File: src/design/mcas_pkg.sv
package mcas_pkg;

   // Core clock
   localparam int CLK_FREQ_HZ     = 100_000_000;

   // Times in their own units
   localparam int DEBOUNCE_MS     = 10;
   localparam int BLINK_MS        = 50;
   localparam int MDIX_MS         = 1;
   localparam int DEBOUNCE_CYC    = DEBOUNCE_MS * (CLK_FREQ_HZ / 1000);
   localparam int BLINK_CYC       = BLINK_MS * (CLK_FREQ_HZ / 1000);
   localparam int MDIX_CYC        = MDIX_MS * (CLK_FREQ_HZ / 1000);

   // Register byte offsets
   localparam logic [7:0] OFS_STATE    = 8'h00;
   localparam logic [7:0] OFS_EVENT    = 8'h04;
   localparam logic [7:0] OFS_IRQ_MASK = 8'h08;
   localparam logic [7:0] OFS_NEG_CTRL = 8'h0c;

   // Event bits, shared by event and mask registers
   localparam int EV_SUPPLY_A_LOST  = 0;
   localparam int EV_SUPPLY_B_LOST  = 1;
   localparam int EV_COPPER_DOWN    = 2;
   localparam int EV_OPTICAL_DOWN   = 3;
   localparam int EV_COLLISION      = 4;
   localparam int EV_FAULT          = 5;
   localparam int EV_W              = 6;

   // State register fields
   localparam int ST_SUPPLY_A   = 0;
   localparam int ST_SUPPLY_B   = 1;
   localparam int ST_COPPER_UP  = 2;
   localparam int ST_OPTICAL_UP = 3;
   localparam int ST_SPEED_100  = 4;
   localparam int ST_COPPER_FDX = 5;
   localparam int ST_OPT_FDX    = 6;
   localparam int ST_ALARM_EN   = 7;
   localparam int ST_PAIR_SWAP  = 8;
   localparam int ST_FAULT      = 9;
   localparam int ST_W          = 10;

   // Negotiation control fields
   localparam int NC_ADV_100    = 0;
   localparam int NC_ADV_FDX    = 1;
   localparam int NC_RESTART    = 2;
   localparam logic [1:0] NC_RESET = 2'h3;

   // Switch defaults before sampling
   localparam logic SW_ALARM_DEFAULT = 1'b0;
   localparam logic SW_FDX_DEFAULT   = 1'b1;

   // Copper port negotiation states
   typedef enum logic [1:0] {CU_DOWN, CU_RESOLVE, CU_UP} mcas_cu_e;

endpackage

File: src/design/mcas_blink.sv
`timescale 1ns/1ns
module mcas_blink
   import mcas_pkg::*;
#(
   parameter int N = 4
)
(
   input  wire logic         clk,
   input  wire logic         rst_n,
   input  wire logic         tick,
   input  wire logic [N-1:0] steady,
   input  wire logic [N-1:0] act,
   output logic      [N-1:0] lamp
);

   logic phase_r;

   // Common blink phase so all lamps flash together
   always_ff @(posedge clk)
   begin
      if (!rst_n)
         phase_r <= 1'b0;
      else if (tick)
         phase_r <= ~phase_r;
   end

   ////////////////////////////////////////////////////////////////////////
   genvar i;
   generate
      for (i = 0; i < N; i++)
      begin : g_lamp
         logic seen_r;
         logic hold_r;

         // Activity is caught in one period and shown in the next
         always_ff @(posedge clk)
         begin
            if (!rst_n)
            begin
               seen_r <= 1'b0;
               hold_r <= 1'b0;
            end
            else if (tick)
            begin
               seen_r <= act[i];
               hold_r <= seen_r | act[i];
            end
            else if (act[i])
               seen_r <= 1'b1;
         end

         // Blink while busy, else follow the steady level
         always_ff @(posedge clk)
         begin
            if (!rst_n)
               lamp[i] <= 1'b0;
            else
               lamp[i] <= hold_r ? phase_r : steady[i];
         end
      end
   endgenerate

endmodule

File: src/design/mcas_debounce.sv
`timescale 1ns/1ns
module mcas_debounce
   import mcas_pkg::*;
#(
   parameter int               WIDTH      = 1,
   parameter int               STABLE_CYC = 1,
   parameter logic [WIDTH-1:0] RESET_VAL  = '0
)
(
   input  wire logic             clk,
   input  wire logic             rst_n,
   input  wire logic [WIDTH-1:0] raw,
   output logic      [WIDTH-1:0] clean
);

   localparam int CW = $clog2(STABLE_CYC + 1);
   localparam logic [CW-1:0] LAST = CW'(STABLE_CYC - 1);

   ////////////////////////////////////////////////////////////////////////
   genvar i;
   generate
      for (i = 0; i < WIDTH; i++)
      begin : g_bit
         logic          meta_r;
         logic          sync_r;
         logic [CW-1:0] cnt_r;

         // Two flops, first read only by second
         always_ff @(posedge clk)
         begin
            meta_r <= raw[i];
            sync_r <= meta_r;
         end

         // New level must hold steady for the full window
         always_ff @(posedge clk)
         begin
            if (!rst_n)
            begin
               cnt_r    <= '0;
               clean[i] <= RESET_VAL[i];
            end
            else if (sync_r == clean[i])
               cnt_r <= '0;
            else if (cnt_r == LAST)
            begin
               cnt_r    <= '0;
               clean[i] <= sync_r;
            end
            else
               cnt_r <= cnt_r + 1'b1;
         end
      end
   endgenerate

endmodule

File: src/design/mcas_top.sv
// The implementer's own choices: the placing of the registers and the AHB-Lite interface to the registers.
`timescale 1ns/1ns
module mcas_top
   import mcas_pkg::*;
#(
   parameter int DEBOUNCE_CYCLES = DEBOUNCE_CYC,
   parameter int BLINK_CYCLES    = BLINK_CYC,
   parameter int MDIX_CYCLES     = MDIX_CYC
)
(
   input  wire logic        CORE_CLK,
   input  wire logic        RST_N,
   // AHB-Lite slave
   input  wire logic        HSEL,
   input  wire logic [31:0] HADDR,
   input  wire logic [1:0]  HTRANS,
   input  wire logic        HWRITE,
   input  wire logic [2:0]  HSIZE,
   input  wire logic [31:0] HWDATA,
   input  wire logic        HREADY,
   output logic             HREADYOUT,
   output logic             HRESP,
   output logic      [31:0] HRDATA,
   output logic             IRQ,
   // Pins from supplies, switches and the two ports
   input  wire logic        SUPPLY_A_PRESENT,
   input  wire logic        SUPPLY_B_PRESENT,
   input  wire logic        SW_PORT_ALARM,
   input  wire logic        SW_OPTICAL_FDX,
   input  wire logic        SW_RESERVED,
   input  wire logic        COPPER_LINK,
   input  wire logic        COPPER_ACTIVITY,
   input  wire logic        COPPER_PARTNER_NEG,
   input  wire logic        COPPER_PARTNER_100,
   input  wire logic        COPPER_PARTNER_FDX,
   input  wire logic        OPTICAL_LINK,
   input  wire logic        OPTICAL_ACTIVITY,
   input  wire logic        OPTICAL_COLLISION,
   // Relay, lamps and port configuration
   output logic             FAULT_RELAY_CLOSED,
   output logic             FAULT_LAMP,
   output logic             SUPPLY_A_INDICATOR,
   output logic             SUPPLY_B_INDICATOR,
   output logic             LOW_SPEED_LAMP,
   output logic             HIGH_SPEED_LAMP,
   output logic             OPTICAL_SPEED_LAMP,
   output logic             DUPLEX_COLLISION_LAMP,
   output logic             COPPER_PAIR_SWAP,
   output logic             COPPER_SPEED_100,
   output logic             COPPER_FULL_DUPLEX,
   output logic             OPTICAL_FULL_DUPLEX
);

   localparam int BW = $clog2(BLINK_CYCLES + 1);
   localparam int MW = $clog2(MDIX_CYCLES + 1);
   localparam int PW = $clog2(DEBOUNCE_CYCLES + 4);
   localparam logic [BW-1:0] BLINK_LAST = BW'(BLINK_CYCLES - 1);
   localparam logic [MW-1:0] MDIX_LAST  = MW'(MDIX_CYCLES - 1);
   localparam logic [PW-1:0] BOOT_LAST  = PW'(DEBOUNCE_CYCLES + 2);

   ////////////////////////////////////////////////////////////////////////
   // Input conditioning
   logic [3:0] slow_q;
   logic [1:0] sw_q;
   logic [2:0] fast_q;
   logic       sup_a;
   logic       sup_b;
   logic       cu_link;
   logic       opt_link;
   logic       cu_act;
   logic       opt_act;
   logic       opt_col;

   // Slow levels filtered so a glitch cannot trip the relay
   mcas_debounce #(
      .WIDTH      (4),
      .STABLE_CYC (DEBOUNCE_CYCLES),
      .RESET_VAL  (4'h3)
   ) u_deb_slow (
      .clk   (CORE_CLK),
      .rst_n (RST_N),
      .raw   ({OPTICAL_LINK, COPPER_LINK, SUPPLY_B_PRESENT, SUPPLY_A_PRESENT}),
      .clean (slow_q)
   );

   // Switches also settle before they are sampled
   mcas_debounce #(
      .WIDTH      (2),
      .STABLE_CYC (DEBOUNCE_CYCLES),
      .RESET_VAL  ({SW_FDX_DEFAULT, SW_ALARM_DEFAULT})
   ) u_deb_sw (
      .clk   (CORE_CLK),
      .rst_n (RST_N),
      .raw   ({SW_OPTICAL_FDX, SW_PORT_ALARM}),
      .clean (sw_q)
   );

   // Short activity pulses are only synchronised
   mcas_debounce #(
      .WIDTH      (3),
      .STABLE_CYC (1),
      .RESET_VAL  (3'h0)
   ) u_sync_fast (
      .clk   (CORE_CLK),
      .rst_n (RST_N),
      .raw   ({OPTICAL_COLLISION, OPTICAL_ACTIVITY, COPPER_ACTIVITY}),
      .clean (fast_q)
   );

   assign sup_a    = slow_q[0];
   assign sup_b    = slow_q[1];
   assign cu_link  = slow_q[2];
   assign opt_link = slow_q[3];
   assign cu_act   = fast_q[0];
   assign opt_act  = fast_q[1];
   assign opt_col  = fast_q[2];

   ////////////////////////////////////////////////////////////////////////
   // Power-up switch capture; the reserved switch has no reader
   logic [PW-1:0] boot_cnt_r;
   logic          sw_taken_r;
   logic          alarm_en_r;
   logic          opt_fdx_r;

   always_ff @(posedge CORE_CLK)
   begin
      if (!RST_N)
      begin
         boot_cnt_r <= '0;
         sw_taken_r <= 1'b0;
         alarm_en_r <= SW_ALARM_DEFAULT;
         opt_fdx_r  <= SW_FDX_DEFAULT;
      end
      else if (!sw_taken_r)
      begin
         boot_cnt_r <= boot_cnt_r + 1'b1;
         if (boot_cnt_r == BOOT_LAST)
         begin
            sw_taken_r <= 1'b1;
            alarm_en_r <= sw_q[0];
            opt_fdx_r  <= sw_q[1];
         end
      end
   end

   ////////////////////////////////////////////////////////////////////////
   // Divided enables for blinking and crossover hunting
   logic [BW-1:0] blink_cnt_r;
   logic [MW-1:0] mdix_cnt_r;
   logic          blink_tick;
   logic          mdix_tick;

   assign blink_tick = (blink_cnt_r == BLINK_LAST);
   assign mdix_tick  = (mdix_cnt_r == MDIX_LAST);

   always_ff @(posedge CORE_CLK)
   begin
      if (!RST_N)
      begin
         blink_cnt_r <= '0;
         mdix_cnt_r  <= '0;
      end
      else
      begin
         blink_cnt_r <= blink_tick ? '0 : blink_cnt_r + 1'b1;
         mdix_cnt_r  <= mdix_tick ? '0 : mdix_cnt_r + 1'b1;
      end
   end

   ////////////////////////////////////////////////////////////////////////
   // Copper negotiation and crossover
   mcas_cu_e cu_state_r;
   logic     swap_r;
   logic     speed100_r;
   logic     cu_fdx_r;
   logic     adv100_r;
   logic     advfdx_r;
   logic     restart;
   logic     cu_up;

   assign cu_up = (cu_state_r == CU_UP);

   // Pairs flip while idle until the partner is heard; kept once up
   always_ff @(posedge CORE_CLK)
   begin
      if (!RST_N)
      begin
         cu_state_r <= CU_DOWN;
         swap_r     <= 1'b0;
         speed100_r <= 1'b0;
         cu_fdx_r   <= 1'b0;
      end
      else
      begin
         case (cu_state_r)
            CU_DOWN:
            begin
               speed100_r <= 1'b0;
               cu_fdx_r   <= 1'b0;
               if (cu_link)
                  cu_state_r <= CU_RESOLVE;
               else if (mdix_tick)
                  swap_r <= ~swap_r;
            end
            CU_RESOLVE:
            begin
               cu_state_r <= CU_UP;
               if (COPPER_PARTNER_NEG)
               begin
                  speed100_r <= adv100_r & COPPER_PARTNER_100;
                  cu_fdx_r   <= advfdx_r & COPPER_PARTNER_FDX;
               end
               else
               begin
                  speed100_r <= 1'b0;
                  cu_fdx_r   <= 1'b0;
               end
            end
            CU_UP:
            begin
               if (!cu_link || restart)
                  cu_state_r <= CU_DOWN;
            end
            default:
               cu_state_r <= CU_DOWN;
         endcase
      end
   end

   ////////////////////////////////////////////////////////////////////////
   // Fault relay and fault lamp
   logic port_fail;
   logic fault;
   logic fault_r;

   // A disabled alarm keeps link loss off the relay and fault lamp; link-down events are still recorded
   assign port_fail = alarm_en_r & (~cu_up | ~opt_link);
   assign fault     = ~sup_a | ~sup_b | port_fail;

   always_ff @(posedge CORE_CLK)
   begin
      if (!RST_N)
      begin
         fault_r            <= 1'b0;
         FAULT_RELAY_CLOSED <= 1'b0;
         FAULT_LAMP         <= 1'b0;
      end
      else
      begin
         fault_r            <= fault;
         FAULT_RELAY_CLOSED <= ~fault;
         FAULT_LAMP         <= port_fail;
      end
   end

   ////////////////////////////////////////////////////////////////////////
   // Lamps
   logic [3:0] lamp_q;

   mcas_blink #(
      .N (4)
   ) u_blink (
      .clk    (CORE_CLK),
      .rst_n  (RST_N),
      .tick   (blink_tick),
      .steady ({opt_fdx_r, opt_link, cu_up & speed100_r, cu_up & ~speed100_r}),
      .act    ({opt_col & opt_link, opt_act & opt_link,
                cu_act & cu_up & speed100_r, cu_act & cu_up & ~speed100_r}),
      .lamp   (lamp_q)
   );

   assign LOW_SPEED_LAMP        = lamp_q[0];
   assign HIGH_SPEED_LAMP       = lamp_q[1];
   assign OPTICAL_SPEED_LAMP    = lamp_q[2];
   assign DUPLEX_COLLISION_LAMP = lamp_q[3];
   assign SUPPLY_A_INDICATOR    = sup_a;
   assign SUPPLY_B_INDICATOR    = sup_b;
   assign COPPER_PAIR_SWAP      = swap_r;
   assign COPPER_SPEED_100      = speed100_r;
   assign COPPER_FULL_DUPLEX    = cu_fdx_r;
   assign OPTICAL_FULL_DUPLEX   = opt_fdx_r;

   ////////////////////////////////////////////////////////////////////////
   // Event detection; falling supply and link levels and rising collision and fault are the alarming edges
   logic [EV_W-1:0] ev_prev_r;
   logic [EV_W-1:0] ev_level;
   logic [EV_W-1:0] ev_hit;

   assign ev_level = {fault_r, opt_col, ~opt_link, ~cu_up, ~sup_b, ~sup_a};
   assign ev_hit   = ev_level & ~ev_prev_r;

   always_ff @(posedge CORE_CLK)
   begin
      if (!RST_N)
         ev_prev_r <= '0;
      else
         ev_prev_r <= ev_level;
   end

   ////////////////////////////////////////////////////////////////////////
   // AHB-Lite slave, zero wait states, always OKAY
   logic            ap_valid;
   logic            wr_pend_r;
   logic [7:0]      wr_addr_r;
   logic            wr_event;
   logic            wr_mask;
   logic            wr_neg;
   logic [EV_W-1:0] event_r;
   logic [EV_W-1:0] mask_r;
   logic [ST_W-1:0] state_word;
   logic [31:0]     rd_mux;

   assign ap_valid  = HSEL & HTRANS[1] & HREADY;
   assign wr_event  = wr_pend_r & (wr_addr_r == OFS_EVENT);
   assign wr_mask   = wr_pend_r & (wr_addr_r == OFS_IRQ_MASK);
   assign wr_neg    = wr_pend_r & (wr_addr_r == OFS_NEG_CTRL);
   assign restart   = wr_neg & HWDATA[NC_RESTART];
   assign HREADYOUT = 1'b1;
   assign HRESP     = 1'b0;
   assign IRQ       = |(event_r & mask_r);

   assign state_word = {fault_r, swap_r, alarm_en_r, opt_fdx_r, cu_fdx_r,
                        speed100_r, opt_link, cu_up, sup_b, sup_a};

   // Unmapped offsets read as zero
   assign rd_mux =
      (HADDR[7:0] == OFS_STATE)    ? {{(32-ST_W){1'b0}}, state_word} :
      (HADDR[7:0] == OFS_EVENT)    ? {{(32-EV_W){1'b0}}, event_r} :
      (HADDR[7:0] == OFS_IRQ_MASK) ? {{(32-EV_W){1'b0}}, mask_r} :
      (HADDR[7:0] == OFS_NEG_CTRL) ? {30'h0, advfdx_r, adv100_r} :
      32'h0;

   // Address phase captured; read data prepared for the data phase
   always_ff @(posedge CORE_CLK)
   begin
      if (!RST_N)
      begin
         wr_pend_r <= 1'b0;
         wr_addr_r <= '0;
         HRDATA    <= '0;
      end
      else
      begin
         wr_pend_r <= ap_valid & HWRITE;
         wr_addr_r <= HADDR[7:0];
         if (ap_valid && !HWRITE)
            HRDATA <= rd_mux;
      end
   end

   // Sticky events; a new event beats a simultaneous clear
   always_ff @(posedge CORE_CLK)
   begin
      if (!RST_N)
         event_r <= '0;
      else
         event_r <= (event_r & ~(wr_event ? HWDATA[EV_W-1:0] : '0)) | ev_hit;
   end

   // Mask and advertisement registers
   always_ff @(posedge CORE_CLK)
   begin
      if (!RST_N)
      begin
         mask_r   <= '0;
         adv100_r <= NC_RESET[NC_ADV_100];
         advfdx_r <= NC_RESET[NC_ADV_FDX];
      end
      else
      begin
         if (wr_mask)
            mask_r <= HWDATA[EV_W-1:0];
         if (wr_neg)
         begin
            adv100_r <= HWDATA[NC_ADV_100];
            advfdx_r <= HWDATA[NC_ADV_FDX];
         end
      end
   end

endmodule

File: config.mk
export PLATFORM = sky130hd
export DESIGN_NAME = mcas_top
export DESIGN_NICKNAME = d
export VERILOG_FILES = /design/src/design/mcas_pkg.sv /design/src/design/mcas_blink.sv /design/src/design/mcas_debounce.sv /design/src/design/mcas_top.sv
export SDC_FILE = /design/constraint.sdc
export NUM_CORES = 1
export LEC_CHECK = 0
export ABC_AREA = 1
export BUFFER_PORTS_ARGS = -buffer_cell sky130_fd_sc_hd__buf_4
export CORE_UTILIZATION = 35
export CTS_CLUSTER_DIAMETER = 150
export DETAILED_ROUTE_END_ITERATION = 12
export PLACE_DENSITY = 0.58
export RECOVER_POWER = 100
export SLEW_MARGIN = 15
export SYNTH_ARGS = -nofsm -noshare
export SYNTH_HDL_FRONTEND = slang
export SYNTH_SLANG_ARGS = --single-unit
File: constraint.sdc
create_clock -name CORE_CLK -period 3.1 [get_ports CORE_CLK]
set_input_delay 0.31 -clock CORE_CLK [delete_from_list [all_inputs] [get_ports CORE_CLK]]
set_output_delay 0.31 -clock CORE_CLK [all_outputs]
set_load 0.005 [all_outputs]
==> impl_results.md <==
- Status: complete, no violations
- Power Density: 531 mW/mm^2
- TritonRoute pass-1 iters: 7
- ANT cells: 0
- Wirelength, routed: between 20000 and 30000 microns
- Layout Nets: 1894
- #FFs+latches synth: 273
- Residual DRC: 0
- Syn Area/Cell: 7.38 sq um
- FMAX: roughly 0.43 GHz
- Final HPWL DP: around 20000 microns
- Area occupied by multi-input gates: ~0.006 sq mm
- Commonest non-fill, non-tap cell in the layout: nand2_1
- Syn. warnings: 0
- R2R Path End: u_deb_slow.g_bit[0].cnt_r[7]
- Die area: about 0.037 sq mm
- Layout cell share with drive strength beyond 1: 8.73%
- Initial Util: 35.5%
- Layout area overhead: 15.2%
- Kind of critical path: reg2reg
- Mapped Area: 0.0126 sq mm
- Max_slew headroom: about a quarter
- Reg clk slew, reported paths: 0.06 ns
- Vias in the first global route: between 10000 and 15000
- CTS tree: done
- Syn Inst Count: 1705
- Period minus WS final: 2.34 ns
- IO buf count: 54
- Via Count: 10672
- Largest net degree at the start of global routing: 36
- Overflow after GRT: 0
- Clk sink count: ~270
- R2r startpoint: u_deb_slow.g_bit[0].cnt_r[0]
- Post-layout util: 40.9%
- Antenna-violating nets left: 0
- DR vias/cell: between 4 and 5
- Die width: 192 microns
- CTS buffer count: 31
- Register area: 0.00547 sq mm
- Final period utilization: 75.6%
- H-tree depth: 1
- CTS root buf: clkbuf_16
- Lkg Pwr: 0.00538 uW
- Count of cell types in the netlist: 49
- Synth Flop Type: dfxtp_1
- Setup TNS: 0 ns
- Row cnt: 69
- Unrepaired setup endpoints after global routing: false
- First-pass GRT wire length: 46700 microns
- Worst-Skew Late Latency: 0.58 ns
- FILL cells: about 3700
- CP required: 3.55 ns
- Worst vdd ir: 0.724 mV
- R2R depth: 8
- Most frequent cells in the layout: 354 x nand2_1, 273 x dfxtp_1, 270 x nor2_1, 195 x inv_1, 106 x a21oi_1
- Hold WS: 0.0278 ns
- Clk_skew: 0.0185 ns
- Initial antenna violation count: 0
- Cell accounting for the most synthesized area: dfxtp_1
- Final setup violation count: 0
- MaxCap Viol Count: 0
- CORE AREA: 0.0355 sq mm
- Number of synthesized flops with an enable pin: 0
- Hold Path Origin: HWDATA[3]
- Sequential area share after synthesis: 43.4%
- Resized cells post-CTS: 0
- Async S/R FF share, synth: 0%
- R2R setup slack: 0.76 ns
- Hold path endpoint: mask_r[3]
- Pins Over Slew Limit: 0
- Final GP Congestion: 0.857
- Critical Path Fanout Max: 19
- Initial DRC count: 453
- Hold depth: 3
- # IOs: approximately 130
- WL per Instance: 12.1 microns
- Final hold vios: 0
- Maximum buffer depth of the clock tree: 3
- Top cells by area, synth: dfxtp_1 43%, nand2_1 10%, nor2_1 7.8%, inv_1 5.8%, a21oi_1 4.2%
- Die Ht: between 150 and 200 microns
- Critical Path AT: 2.79 ns
- Total track usage: 15.3%
- Setup crit end kind: flip-flop
- Worst-Margin Slew: 1.14 ns
- Top cell type's share of synthesized area: ~43%
- Hold WC Path Type: in2reg
- Critical path launch point type: flip-flop
[report_power, final]
part	leakage, uW	switching (uW)	total, uW	internal, uW
Clock	0.000538	1540	3900	2370
Combinational	0.00262	123	205	81.9
Sequential	0.00222	32.1	3590	3560
Total	0.00538	1690	7700	6010
[worst max-delay path, cell delays in order (launching register included)]
cell and delay, ns:
dfxtp_1 0.43, ha_1 0.20, nand2_1 0.07, nor2_1 0.31, nand3_1 0.21, nor2_1 0.29
nand2_2 0.10, nand2_1 0.49, nor3_1 0.09
[worst max-delay path by stage]
stage                            startpoint                             to  depth (start not counted)
3_5_place_dp   u_deb_slow.g_bit[1].cnt_r[0]  u_deb_slow.g_bit[1].cnt_r[16]                          8
6_report       u_deb_slow.g_bit[0].cnt_r[0]   u_deb_slow.g_bit[0].cnt_r[7]                          8
4_1_cts        u_deb_slow.g_bit[1].cnt_r[0]   u_deb_slow.g_bit[1].cnt_r[2]                          8
3_3_place_gp                         HREADY                      HRDATA[0]                          6
2_1_floorplan  u_deb_slow.g_bit[0].cnt_r[0]  u_deb_slow.g_bit[0].cnt_r[14]                          9
5_1_grt        u_deb_slow.g_bit[0].cnt_r[0]   u_deb_slow.g_bit[0].cnt_r[7]                          8
[what timing repair did]
item / 4_1_cts / 5_1_grt
setup buffers: 0 / 0
hold endpoints to repair: 24 / 0
hold buffers: 25 / 0
[cell usage after synthesis (3+ instances only)]
cell and n:
nand3_2 8, nand3_1 87, clkbuf_1 4, buf_2 7, nor3_2 17, dfxtp_1 273, nor3b_1 5, nand3b_1 20
o211ai_1 3, nand2_4 3, o21bai_1 4, inv_1 194, buf_6 5, nand2_1 346, a31oi_1 10, inv_2 7
nand4_1 55, o21ai_0 57, a21oi_1 106, or2_2 6, ha_1 10, o22ai_1 6, xnor2_1 20, nor2_4 13
xor2_1 45, buf_4 31, or2_0 5, nor2_1 263, nor3_1 46, nor4_1 3, nand2_2 13, nor2_2 12
[cell type report]
cell class                 instances  area share, %
inverter                         202           5.23
timing repair buffer              82           4.32
multi-input combinational       1207           41.2
clock inverter                    24           2.07
sequential                       273           37.7
clock buffer                      34           5.50
tap                              461           3.98
[through the flow]
stage / std cells / instance area [sq um] / total power (uW) / setup WS [ns]
detailed placement: 2200 / 13300 / 3860 / 1.01
global route: 2283 / 14500 / 8010 / 0.483
floorplan: 1730 / 12700 / 3810 / 1.59
CTS: 2283 / 14700 / 7840 / 1.00
global placement: 2200 / 13300 / 3860 / 1.06
finish: 2283 / 14500 / 7700 / 0.755
[state kept, by name (all words and copies together), names as in the netlist, 8 cells and up]
name and count:
u_deb_sw.g_bit.cnt_r 40, blink_cnt_r 23, wr_addr_r 8, HRDATA 10, mdix_cnt_r 17, boot_cnt_r 20
u_deb_slow.g_bit.cnt_r 80
[routing by layer]
metal | GRT usage [%] | share of wire, % | up-vias
met1 | 19.7 | 48 | 4859
li1 | - | - | 5635
met4 | 4.95 | 3.0 | 0
met5 | 0.549 | 0 | -
met2 | 25.6 | 45 | 125
met3 | 2.94 | 4.0 | 53
[cell families (layout without fill, tap and decap cells)]
kind of cell | count (synthesis) | after routing | share of synthesized area [%]
AO/OA/AOI/OAI | 192 | 192 | 8.07
XOR/XNOR | 65 | 65 | 4.52
AND/OR/NAND/NOR | 913 | 913 | 34.2
flip-flops | 273 | 273 | 43.4
adder cells (fa/ha/maj) | 10 | 10 | 0.994
other | 2 | 27 | 0.0597
buffers and inverters | 250 | 342 | 8.75
Note: power is estimated with default switching activity, not from simulation.
